`config.mk`:
```
export PLATFORM = sky130hd
export DESIGN_NAME = sqr_regulator
export DESIGN_NICKNAME = d
export VERILOG_FILES = /design/src/sqr_pkg.sv /design/src/sqr_ot_limiter.sv /design/src/sqr_qv_regulator.sv /design/src/sqr_regulator.sv
export SDC_FILE = /design/constraint.sdc
export NUM_CORES = 2
export LEC_CHECK = 0
export ABC_AREA = 1
export BUFFER_PORTS_ARGS = -buffer_cell sky130_fd_sc_hd__buf_2
export CORE_ASPECT_RATIO = 1.25
export CORE_UTILIZATION = 65
export DETAILED_ROUTE_END_ITERATION = 8
export PLACE_DENSITY = 0.83
export SYNTH_ARGS = -nofsm -noshare
export SYNTH_HDL_FRONTEND = slang
export SYNTH_SLANG_ARGS = --single-unit
```
`constraint.sdc`:
```
create_clock -name i_clk -period 5.9 [get_ports i_clk]
set_clock_uncertainty 0.2 [all_clocks]
set_input_delay 1.18 -clock i_clk [delete_from_list [all_inputs] [get_ports i_clk]]
set_output_delay 1.18 -clock i_clk [all_outputs]
set_load 0.01 [all_outputs]
```
`src/sqr_pkg.sv`:
```
// Package of constants, register map and shared types of the slave port QoS regulator.
`default_nettype none
package sqr_pkg;

  // ==========================================================================
  // Sizes
  localparam int NPORT  = 5;
  localparam int NLITE  = 3;
  localparam int OT_W   = 6;
  localparam int TGT_W  = 12;
  localparam int SCL_W  = 3;
  localparam int INTG_W = 16;
  localparam int QOS_W  = 4;
  localparam int FRAC_W = 8;

  // ==========================================================================
  // Register offsets (byte addresses)
  localparam logic [11:0] OFS_CTRL   = 12'h000;
  localparam logic [11:0] OFS_SECURE = 12'h004;
  localparam logic [11:0] OFS_LIMIT  = 12'h100;
  localparam logic [11:0] OFS_TARGET = 12'h200;
  localparam logic [11:0] OFS_SCALE  = 12'h300;

  // ==========================================================================
  // Field positions
  localparam int RD_INT_LSB  = 24;
  localparam int RD_FRAC_LSB = 16;
  localparam int WR_INT_LSB  = 8;
  localparam int WR_FRAC_LSB = 0;
  localparam int RD_TGT_LSB  = 16;
  localparam int WR_TGT_LSB  = 0;
  localparam int RD_SCL_LSB  = 8;
  localparam int WR_SCL_LSB  = 0;
  localparam int CTRL_RD_MODE = 20;
  localparam int CTRL_WR_MODE = 16;
  localparam int CTRL_RD_OT   = 3;
  localparam int CTRL_WR_OT   = 2;
  localparam int CTRL_RD_QV   = 1;
  localparam int CTRL_WR_QV   = 0;
  localparam int SEC_NS_OK    = 0;

  // ==========================================================================
  // Writable bit masks and reset values
  localparam logic [31:0] LIMIT_MASK  = 32'h3fff_3fff;
  localparam logic [31:0] TARGET_MASK = 32'h0fff_0fff;
  localparam logic [31:0] SCALE_MASK  = 32'h0000_0707;
  localparam logic [31:0] CTRL_MASK   = 32'h0011_000f;
  localparam logic [31:0] SECURE_MASK = 32'h0000_0001;
  localparam logic [31:0] REG_RESET   = 32'h0000_0000;

  // ==========================================================================
  // Synthesis-time outstanding maxima, scale base and fraction denominator
  localparam logic [OT_W-1:0] OT_MAX_RD  = 6'h20;
  localparam logic [OT_W-1:0] OT_MAX_WR  = 6'h20;
  localparam logic [3:0]      SCALE_BASE = 4'h5;
  localparam int              FRAC_DEN   = 256;

  typedef enum {SQR_APB_IDLE, SQR_APB_RESP} sqr_apb_state_t;

  // Returns high when a byte address lands on an implemented register.
  function automatic logic sqr_map_hit(input logic [11:0] addr);
    logic [2:0] idx;
    idx = addr[4:2];
    sqr_map_hit = 1'b0;
    if (addr[7:5] == 3'h0 && addr[1:0] == 2'h0)
    begin
      unique case (addr[11:8])
        4'h0: sqr_map_hit = (addr == OFS_CTRL) || (addr == OFS_SECURE);
        4'h1: sqr_map_hit = (idx < 3'(NLITE));
        4'h2, 4'h3: sqr_map_hit = (idx < 3'(NPORT));
        default: sqr_map_hit = 1'b0;
      endcase
    end
  endfunction : sqr_map_hit

endpackage : sqr_pkg
`default_nettype wire

```
`src/sqr_ot_limiter.sv`:
```
// Outstanding-transaction limiter for one address channel of one slave port.
`default_nettype none
module sqr_ot_limiter
(
  input  wire logic                      i_clk,
  input  wire logic                      i_rst,
  input  wire logic                      i_enable,
  input  wire logic [sqr_pkg::OT_W-1:0]   i_int,
  input  wire logic [sqr_pkg::FRAC_W-1:0] i_frac,
  input  wire logic [sqr_pkg::OT_W-1:0]   i_max,
  input  wire logic                      i_accept,
  input  wire logic                      i_done,
  output logic                           o_allow,
  output logic [sqr_pkg::OT_W-1:0]        o_count
);
  import sqr_pkg::*;

  logic [OT_W-1:0] count_reg, count_next;
  logic            active_reg, active_next;
  logic [FRAC_W-1:0] acc_reg, acc_next;
  logic            credit_reg, credit_next;
  logic [OT_W-1:0] lim;
  logic [FRAC_W:0] acc_sum;
  logic            at_lim;

  // ==========================================================================
  // Limit selection and acceptance
  always_comb
  begin
    if (i_int == '0 && i_frac == '0)
      lim = i_max;
    else if (i_int > i_max)
      lim = i_max;
    else
      lim = i_int;
    at_lim  = (count_reg == lim) && (lim < i_max);
    acc_sum = {1'b0, acc_reg} + {1'b0, i_frac};
    if (!active_reg)
      o_allow = (count_reg < i_max);
    else
      o_allow = (count_reg < lim) || (at_lim && i_frac != '0 && credit_reg);
    count_next  = count_reg + OT_W'(i_accept) - OT_W'(i_done);
    active_next = (count_reg == '0) ? i_enable : active_reg;
    acc_next    = (active_reg && i_frac != '0) ? acc_sum[FRAC_W-1:0] : '0;
    // A new carry wins over consumption of the previous credit.
    credit_next = (active_reg && i_frac != '0 && acc_sum[FRAC_W]) ||
                  (credit_reg && !(i_accept && count_reg >= lim) && i_frac != '0);
  end

  always_ff @(posedge i_clk)
  begin
    if (i_rst)
    begin
      count_reg  <= '0;
      active_reg <= 1'b0;
      acc_reg    <= '0;
      credit_reg <= 1'b0;
    end
    else
    begin
      count_reg  <= count_next;
      active_reg <= active_next;
      acc_reg    <= acc_next;
      credit_reg <= credit_next;
    end
  end

  assign o_count = count_reg;
endmodule : sqr_ot_limiter
`default_nettype wire

```
`src/sqr_qv_regulator.sv`:
```
// QoS value regulator with a 16-bit integrator for one direction of one slave port.
`default_nettype none
module sqr_qv_regulator
(
  input  wire logic                      i_clk,
  input  wire logic                      i_rst,
  input  wire logic                      i_enable,
  input  wire logic                      i_select,
  input  wire logic                      i_period_mode,
  input  wire logic [sqr_pkg::TGT_W-1:0]  i_target,
  input  wire logic [sqr_pkg::SCL_W-1:0]  i_scale,
  input  wire logic                      i_issue,
  input  wire logic                      i_complete,
  input  wire logic [sqr_pkg::OT_W-1:0]   i_outstanding,
  output logic [sqr_pkg::QOS_W-1:0]       o_qos
);
  import sqr_pkg::*;

  logic [INTG_W-1:0] intg_reg, intg_next;
  logic [QOS_W-1:0]  qos_reg, qos_next;
  logic              run;
  logic [INTG_W+1:0] sum;
  logic [INTG_W-1:0] scaled;
  logic [3:0]        shamt;

  // ==========================================================================
  // Integrator and scaling
  always_comb
  begin
    run   = i_enable && i_select && (i_target != '0);
    shamt = SCALE_BASE + {1'b0, i_scale};
    // Period mode counts cycles against issues, latency mode sums wait time.
    if (i_period_mode)
      sum = {2'b0, intg_reg} + 18'h1 - (i_issue ? {6'h0, i_target} : 18'h0);
    else
      sum = {2'b0, intg_reg} + {12'h0, i_outstanding} -
            (i_complete ? {6'h0, i_target} : 18'h0);
    if (!run || sum[INTG_W+1])
      intg_next = '0;
    else if (sum[INTG_W])
      intg_next = '1;
    else
      intg_next = sum[INTG_W-1:0];
    scaled   = intg_reg >> shamt;
    if (!run)
      qos_next = '0;
    else if (scaled > INTG_W'(4'hf))
      qos_next = 4'hf;
    else
      qos_next = scaled[QOS_W-1:0];
  end

  always_ff @(posedge i_clk)
  begin
    if (i_rst)
    begin
      intg_reg <= '0;
      qos_reg  <= '0;
    end
    else
    begin
      intg_reg <= intg_next;
      qos_reg  <= qos_next;
    end
  end

  assign o_qos = qos_reg;

endmodule : sqr_qv_regulator
`default_nettype wire

```
`src/sqr_regulator.sv`:
```
// Slave port QoS regulator top: APB register file, limiters and QoS value regulators.
// Function
// - One outstanding limit register per lite port, none for full ports.
// - Zero integer and fraction means hardware limits apply on that channel.
// - Zero fraction regulates whole transactions only, no fractional averaging.
// - Mean outstanding count stays at or below integer plus fraction over 256.
// - Limits above the built-in maximum have no effect; maximum never exceeded.
// - Register accesses need secure transactions unless non-secure access is allowed; the secure-access register always needs them.
// - Read limit: integer bits 29 to 24, fraction bits 23 to 16, reset zero.
// - Write limit: integer bits 13 to 8, fraction bits 7 to 0, reset zero.
// - Target counts clock cycles: latency or period as the mode selects.
// - Target zero disables QoS value regulation for that channel.
// - Per port read target bits 27 to 16, write target bits 11 to 0.
// - Target and scale act only while the port's select input is high.
// - Per port read scale bits 10 to 8, write scale bits 2 to 0.
// - Scale value n selects multiplier two to the minus (five plus n).
// - A 16-bit integrator scaled by that factor gives the QoS value.
// - Target and scale registers exist for every port including full ports.
// - Mode bit 20 for reads, 16 for writes: zero latency, one period.
// - Limit enables bit 3 reads, bit 2 writes, lite ports only.
// - Limit enable changes take effect only with nothing outstanding.
//
// The implementer's own choices: the register addresses and the APB interface to the registers.
`default_nettype none
module sqr_regulator
(
  input  wire logic                                i_clk,
  input  wire logic                                i_rst,
  input  wire logic                                i_psel,
  input  wire logic                                i_penable,
  input  wire logic                                i_pwrite,
  input  wire logic [11:0]                         i_paddr,
  input  wire logic [31:0]                         i_pwdata,
  input  wire logic [2:0]                          i_pprot,
  output logic [31:0]                              o_prdata,
  output logic                                     o_pready,
  output logic                                     o_pslverr,
  input  wire logic [sqr_pkg::NPORT-1:0]           i_qos_regulation_select,
  input  wire logic [sqr_pkg::NPORT-1:0]           i_ar_valid,
  input  wire logic [sqr_pkg::NPORT-1:0]           i_ar_dn_ready,
  output logic      [sqr_pkg::NPORT-1:0]           o_ar_ready,
  input  wire logic [sqr_pkg::NPORT-1:0]           i_rd_done,
  input  wire logic [sqr_pkg::NPORT-1:0]           i_aw_valid,
  input  wire logic [sqr_pkg::NPORT-1:0]           i_aw_dn_ready,
  output logic      [sqr_pkg::NPORT-1:0]           o_aw_ready,
  input  wire logic [sqr_pkg::NPORT-1:0]           i_wr_done,
  output logic      [sqr_pkg::NPORT-1:0][sqr_pkg::QOS_W-1:0] o_arqos,
  output logic      [sqr_pkg::NPORT-1:0][sqr_pkg::QOS_W-1:0] o_awqos
);
  import sqr_pkg::*;

  // ==========================================================================
  // Register state
  sqr_apb_state_t state_reg, state_next;
  logic [31:0] ctrl_reg, ctrl_next;
  logic [31:0] secure_reg, secure_next;
  logic [31:0] limit_reg [NLITE];
  logic [31:0] limit_next [NLITE];
  logic [31:0] target_reg [NPORT];
  logic [31:0] target_next [NPORT];
  logic [31:0] scale_reg [NPORT];
  logic [31:0] scale_next [NPORT];
  logic [31:0] prdata_reg, prdata_next;
  logic        pslverr_reg, pslverr_next;
  logic        access_ok;
  logic        hit;
  logic        wr_fire;
  logic [2:0]  idx;
  logic [31:0] rd_val;

  logic [NPORT-1:0] ar_allow, aw_allow;
  logic [NPORT-1:0][OT_W-1:0] ar_count, aw_count;

  // ==========================================================================
  // APB slave: one wait state, errors for unmapped or refused accesses
  always_comb
  begin
    idx       = i_paddr[4:2];
    hit       = sqr_map_hit(i_paddr);
    // The secure-access register itself is only ever reachable securely.
    access_ok = !i_pprot[1] || (secure_reg[SEC_NS_OK] && i_paddr != OFS_SECURE);
    wr_fire   = (state_reg == SQR_APB_RESP) && i_psel && i_penable && i_pwrite &&
                !pslverr_reg;
    rd_val = '0;
    unique case (i_paddr[11:8])
      4'h0: rd_val = (i_paddr == OFS_CTRL) ? ctrl_reg : secure_reg;
      4'h1: rd_val = (idx < 3'(NLITE)) ? limit_reg[idx[1:0]] : '0;
      4'h2: rd_val = (idx < 3'(NPORT)) ? target_reg[idx] : '0;
      4'h3: rd_val = (idx < 3'(NPORT)) ? scale_reg[idx] : '0;
      default: rd_val = '0;
    endcase
    state_next   = state_reg;
    prdata_next  = prdata_reg;
    pslverr_next = pslverr_reg;
    unique case (state_reg)
      SQR_APB_IDLE:
      begin
        if (i_psel && i_penable)
        begin
          state_next   = SQR_APB_RESP;
          pslverr_next = !hit || !access_ok;
          prdata_next  = (hit && access_ok && !i_pwrite) ? rd_val : '0;
        end
      end
      SQR_APB_RESP:
      begin
        state_next   = SQR_APB_IDLE;
        pslverr_next = 1'b0;
        prdata_next  = '0;
      end
    endcase
  end

  always_ff @(posedge i_clk)
  begin
    if (i_rst)
    begin
      state_reg   <= SQR_APB_IDLE;
      prdata_reg  <= '0;
      pslverr_reg <= 1'b0;
    end
    else
    begin
      state_reg   <= state_next;
      prdata_reg  <= prdata_next;
      pslverr_reg <= pslverr_next;
    end
  end

  assign o_pready  = (state_reg == SQR_APB_RESP);
  assign o_pslverr = pslverr_reg && o_pready;
  assign o_prdata  = prdata_reg;

  // ==========================================================================
  // Register writes, masked so reserved bits stay zero
  always_comb
  begin
    ctrl_next   = ctrl_reg;
    secure_next = secure_reg;
    limit_next  = limit_reg;
    target_next = target_reg;
    scale_next  = scale_reg;
    if (wr_fire)
    begin
      unique case (i_paddr[11:8])
        4'h0:
        begin
          if (i_paddr == OFS_CTRL)
            ctrl_next = i_pwdata & CTRL_MASK;
          else
            secure_next = i_pwdata & SECURE_MASK;
        end
        4'h1: limit_next[idx[1:0]] = i_pwdata & LIMIT_MASK;
        4'h2: target_next[idx] = i_pwdata & TARGET_MASK;
        4'h3: scale_next[idx] = i_pwdata & SCALE_MASK;
        default: ctrl_next = ctrl_reg;
      endcase
    end
  end

  always_ff @(posedge i_clk)
  begin
    if (i_rst)
    begin
      ctrl_reg   <= REG_RESET;
      secure_reg <= REG_RESET;
      for (int i = 0; i < NLITE; i++)
        limit_reg[i] <= REG_RESET;
      for (int i = 0; i < NPORT; i++)
      begin
        target_reg[i] <= REG_RESET;
        scale_reg[i]  <= REG_RESET;
      end
    end
    else
    begin
      ctrl_reg    <= ctrl_next;
      secure_reg  <= secure_next;
      limit_reg   <= limit_next;
      target_reg  <= target_next;
      scale_reg   <= scale_next;
    end
  end

  // ==========================================================================
  // Per-port limiters and regulators
  for (genvar p = 0; p < NPORT; p++)
  begin : g_port
    logic               ar_en, aw_en;
    logic [OT_W-1:0]    ar_int, aw_int;
    logic [FRAC_W-1:0]  ar_frac, aw_frac;
    if (p < NLITE)
    begin : g_lite
      assign ar_en   = ctrl_reg[CTRL_RD_OT];
      assign aw_en   = ctrl_reg[CTRL_WR_OT];
      assign ar_int  = limit_reg[p][RD_INT_LSB +: OT_W];
      assign ar_frac = limit_reg[p][RD_FRAC_LSB +: FRAC_W];
      assign aw_int  = limit_reg[p][WR_INT_LSB +: OT_W];
      assign aw_frac = limit_reg[p][WR_FRAC_LSB +: FRAC_W];
    end
    else
    begin : g_full
      assign ar_en   = 1'b0;
      assign aw_en   = 1'b0;
      assign ar_int  = '0;
      assign ar_frac = '0;
      assign aw_int  = '0;
      assign aw_frac = '0;
    end

    assign o_ar_ready[p] = i_ar_dn_ready[p] && ar_allow[p];
    assign o_aw_ready[p] = i_aw_dn_ready[p] && aw_allow[p];

    sqr_ot_limiter u_ar_lim (
      .i_clk    (i_clk),
      .i_rst    (i_rst),
      .i_enable (ar_en),
      .i_int    (ar_int),
      .i_frac   (ar_frac),
      .i_max    (OT_MAX_RD),
      .i_accept (i_ar_valid[p] && o_ar_ready[p]),
      .i_done   (i_rd_done[p]),
      .o_allow  (ar_allow[p]),
      .o_count  (ar_count[p])
    );

    sqr_ot_limiter u_aw_lim (
      .i_clk    (i_clk),
      .i_rst    (i_rst),
      .i_enable (aw_en),
      .i_int    (aw_int),
      .i_frac   (aw_frac),
      .i_max    (OT_MAX_WR),
      .i_accept (i_aw_valid[p] && o_aw_ready[p]),
      .i_done   (i_wr_done[p]),
      .o_allow  (aw_allow[p]),
      .o_count  (aw_count[p])
    );

    sqr_qv_regulator u_ar_qv (
      .i_clk         (i_clk),
      .i_rst         (i_rst),
      .i_enable      (ctrl_reg[CTRL_RD_QV]),
      .i_select      (i_qos_regulation_select[p]),
      .i_period_mode (ctrl_reg[CTRL_RD_MODE]),
      .i_target      (target_reg[p][RD_TGT_LSB +: TGT_W]),
      .i_scale       (scale_reg[p][RD_SCL_LSB +: SCL_W]),
      .i_issue       (i_ar_valid[p] && o_ar_ready[p]),
      .i_complete    (i_rd_done[p]),
      .i_outstanding (ar_count[p]),
      .o_qos         (o_arqos[p])
    );

    sqr_qv_regulator u_aw_qv (
      .i_clk         (i_clk),
      .i_rst         (i_rst),
      .i_enable      (ctrl_reg[CTRL_WR_QV]),
      .i_select      (i_qos_regulation_select[p]),
      .i_period_mode (ctrl_reg[CTRL_WR_MODE]),
      .i_target      (target_reg[p][WR_TGT_LSB +: TGT_W]),
      .i_scale       (scale_reg[p][WR_SCL_LSB +: SCL_W]),
      .i_issue       (i_aw_valid[p] && o_aw_ready[p]),
      .i_complete    (i_wr_done[p]),
      .i_outstanding (aw_count[p]),
      .o_qos         (o_awqos[p])
    );
  end
endmodule : sqr_regulator
`default_nettype wire

```
==> out/metrics.csv <==
stage;metric;value;unit
status;outcome;finished clean;
power_and_ir_drop;sw_frac_of_total;0.403;
worst_setup_path;criticalPathCategory;flop to flop;
floorplanning;io_pins;171;
cts;clock_path_buffers;3;
grt;antenna_found_initial;13;
cts;clock_sinks;591;
grt;grt_max_degree;150;
worst_setup_path;crit_top_cell;nand2_1;
run;maxCapViolations;0;
cts;cts_root_buf;clkbuf_16;
final_layout;drive_gt1_frac;0.0594;
final_layout;largest_reg_flops;120;
power_and_ir_drop;p_leak;28.0;nW
worst_setup_path;r2r-end;g_port[2].u_ar_qv.intg_reg[15];
timing;finalSetupTns;0;ns
cts;cts-htree-levels;3;
final_layout;stdcell_count;9529;
power_and_ir_drop;ir_worst_vdd;0.270;mV
min_path;hold_path.startpoint;o_prdata[29];
synthesis;synth_most_common_cell;nand2_1;
worst_setup_path;start_kind;flop;
power_and_ir_drop;p_sw;6.32;mW
placement;gp_congestion;1.00;
worst_setup_path;crit_required;6.23;ns
cts;clkSlewWorstSetupHoldPaths;0.06;ns
placement;post_dp_cell_area;54300;um2
synthesis;synth.avg_cell_area;6.32;um2
synthesis;ys_seq_elements;591;
min_path;hold_class;flop to flop;
synthesis;async_reset_ff_frac;0;
cts;clock_latency;0.65;ns
worst_setup_path;crit_fanout;14;
worst_setup_path;slowest_delay;0.43;ns
grt;grtUsageMet2;0.654;
worst_setup_path;cp_slowest_cell;fa_1;
cts;post_cts_buffers;0;
timing;worstMarginPinSlew;1.15;ns
synthesis;yosysWarningCount;0;
worst_setup_path;critPathTopFamily;simple AND/OR/NAND/NOR gates;
grt;grt_pass1_wl;266;mm
power_and_ir_drop;p_clk_frac;0.290;
route;drc;0;
floorplanning;die_y;322;um
grt;busiest_layer;met2;
cts;cts.repair.resized;0;
grt;overflow;0;
cts;cts_buffers;68;
worst_setup_path;reg2regPathDepth;27;
synthesis;synth_edf_count;0;
route;antenna_left;0;
timing;max_freq;189;MHz
power_and_ir_drop;p_int;9.38;mW
cts;cts-hold-fix-buffers;0;
floorplanning;initial_core_util;0.661;
final_layout;fillers;7275;
worst_setup_path;worstSetupStartpoint;g_port[2].ar_frac[1];
route;routed_wl;170;mm
grt;grt_pass1_vias;52100;
power_and_ir_drop;powerDensity;277;nW/um2
synthesis;netlist_top_cells_count;1949 x nand2_1, 1140 x inv_1, 773 x o21ai_0;
synthesis;synth-main-ff-cell;dfxtp_1;
worst_setup_path;crit_buf_inv;3;
synthesis;synth_top_area_share;0.222;
route;first_pass_iters;8;
placement;port-buffer-count;160;
final_layout;utilization;0.703;
power_and_ir_drop;power_frac_comb;0.426;
synthesis;synthCells;8423;
floorplanning;die_area;83000;um2
worst_setup_path;r2r_slack;0.60;ns
min_path;holdPathStages;2;
grt;grt_util_met1;0.490;
power_and_ir_drop;pwr-share-seq;0.284;
timing;rsz0062_at_grt;no;
worst_setup_path;arrival;5.62;ns
route;viasPerCell;5.95;
timing;period_needed;5.30;ns
placement;place_hpwl;131;mm
floorplanning;die_w;258;um
timing;relSlewSlack;0.226;
worst_setup_path;reg2reg_from;g_port[2].ar_frac[1];
cts;cts_tree;yes;
worst_setup_path;worst-path-stages;27;
final_layout;design_area;56600;um2
synthesis;seq_area_frac_synth;0.222;
placement;placed_cells;9401;
worst_setup_path;end_kind;flop;
final_layout;area_delta_synth_final;6.42;%
route;wl_per_cell;17.9;um
synthesis;syn_area;53200;um2
grt;grtUsageTotal;0.399;
synthesis;synth_cell_types;69;
timing;maxSlewViolCount;0;
timing;finalHoldViolations;0;
route;route.vias.total;56700;
floorplanning;core;80600;um2
synthesis;synth_top_cell_by_area;dfxtp_1;
grt;grtUsageMet3;0.0718;
timing;hold_ws;0.266;ns
synthesis;synth_area_leaders;dfxtp_1 22%, nand2_1 14%, ha_1 11%;
floorplanning;rows;116;
worst_setup_path;endpoint;g_port[2].u_ar_qv.intg_reg[15];
route;first_iter_violations;5202;
timing;setup_viol;0;
final_layout;finalNetCount;9008;
timing;fin_crit_sh;0.898;
-- worst min path at each step --
stage                                endpoint  slack, ns
after floorplan           g_port[0].ar_int[1]       0.25
after global placement           o_prdata[20]       0.25
after detailed placement         o_prdata[26]       0.26
after CTS                        o_prdata[26]       0.27
after global routing             o_prdata[12]       0.28
final                            o_prdata[29]       0.27
-- layout make-up --
cell class	instances	area (um2)	share of cell area
tap	1062	1330	0.0235
clock buffer	87	1930	0.0340
inverter	1180	4440	0.0783
timing repair buffer	188	1030	0.0181
multi-input combinational	6380	35600	0.629
clock inverter	30	407	0.00718
sequential	591	11800	0.209
antenna	11	27.5	0.000486
-- metrics by stage --
stage                     setup slack (ns)  power, mW
final                                0.602       15.7
after global routing                 0.138       16.8
after floorplan                       1.60       9.77
after detailed placement             0.779       11.0
after CTS                            0.732       15.6
after global placement               0.874       10.8
-- power groups by stage --
stage	Sequential [mW]	Combinational [mW]	Clock, mW
5_1_grt	4.48	7.61	4.73
6_report	4.45	6.69	4.56
3_3_place_gp	4.53	6.29	0
4_1_cts	4.45	6.57	4.57
2_1_floorplan	4.44	5.33	0
3_5_place_dp	4.54	6.50	0
-- logic make-up (layout without fill, tap and decap cells) --
logic type,count (synthesis),in the layout,synth area share
DFF,591,591,0.222
AOI/OAI and AO/OA,1829,1829,0.186
xor gates and xnor gates,302,302,0.0501
and+or+nand+nor,3709,3709,0.302
adders and majority gates,512,512,0.127
buffers and inverters,1455,1485,0.108
muxes,24,24,0.00454
other,1,15,0.0000705
-- per-layer routing --
metal	up-vias	wire, um
li1	27700	-
met1	25700	67000
met2	2642	76400
met3	618	16800
met4	10	10100
met5	-	60
-- worst reg2reg max path, delay by kind of cell (launching register included) --
| kind | cells | cell delay [ns] |
|---|---|---|
| AO/OA/AOI/OAI | 5 | 0.95 |
| adder cells (fa/ha/maj) | 2 | 0.75 |
| buffers and inverters | 3 | 0.65 |
| flip-flops | 1 | 0.33 |
| AND/OR/NAND/NOR | 17 | 2.29 |
-- cell usage in the layout (no fill, tap or decap), drive strengths merged, types with 26 or more instances in the layout --
master  instances
xnor2          55
a21oi         750
inv          1168
nor3           93
o211ai         45
nand4         108
o22ai          36
clkbuf         87
nand3         617
nor4           33
xor2          247
o21bai         29
dfxtp         591
fa             46
buf           188
nor2          805
nand2        1988
nand3b         32
o21ai         795
a31oi          26
a22oi          27
ha            466
clkinv         28
a21boi         34
(Power assumes the default switching activity.)
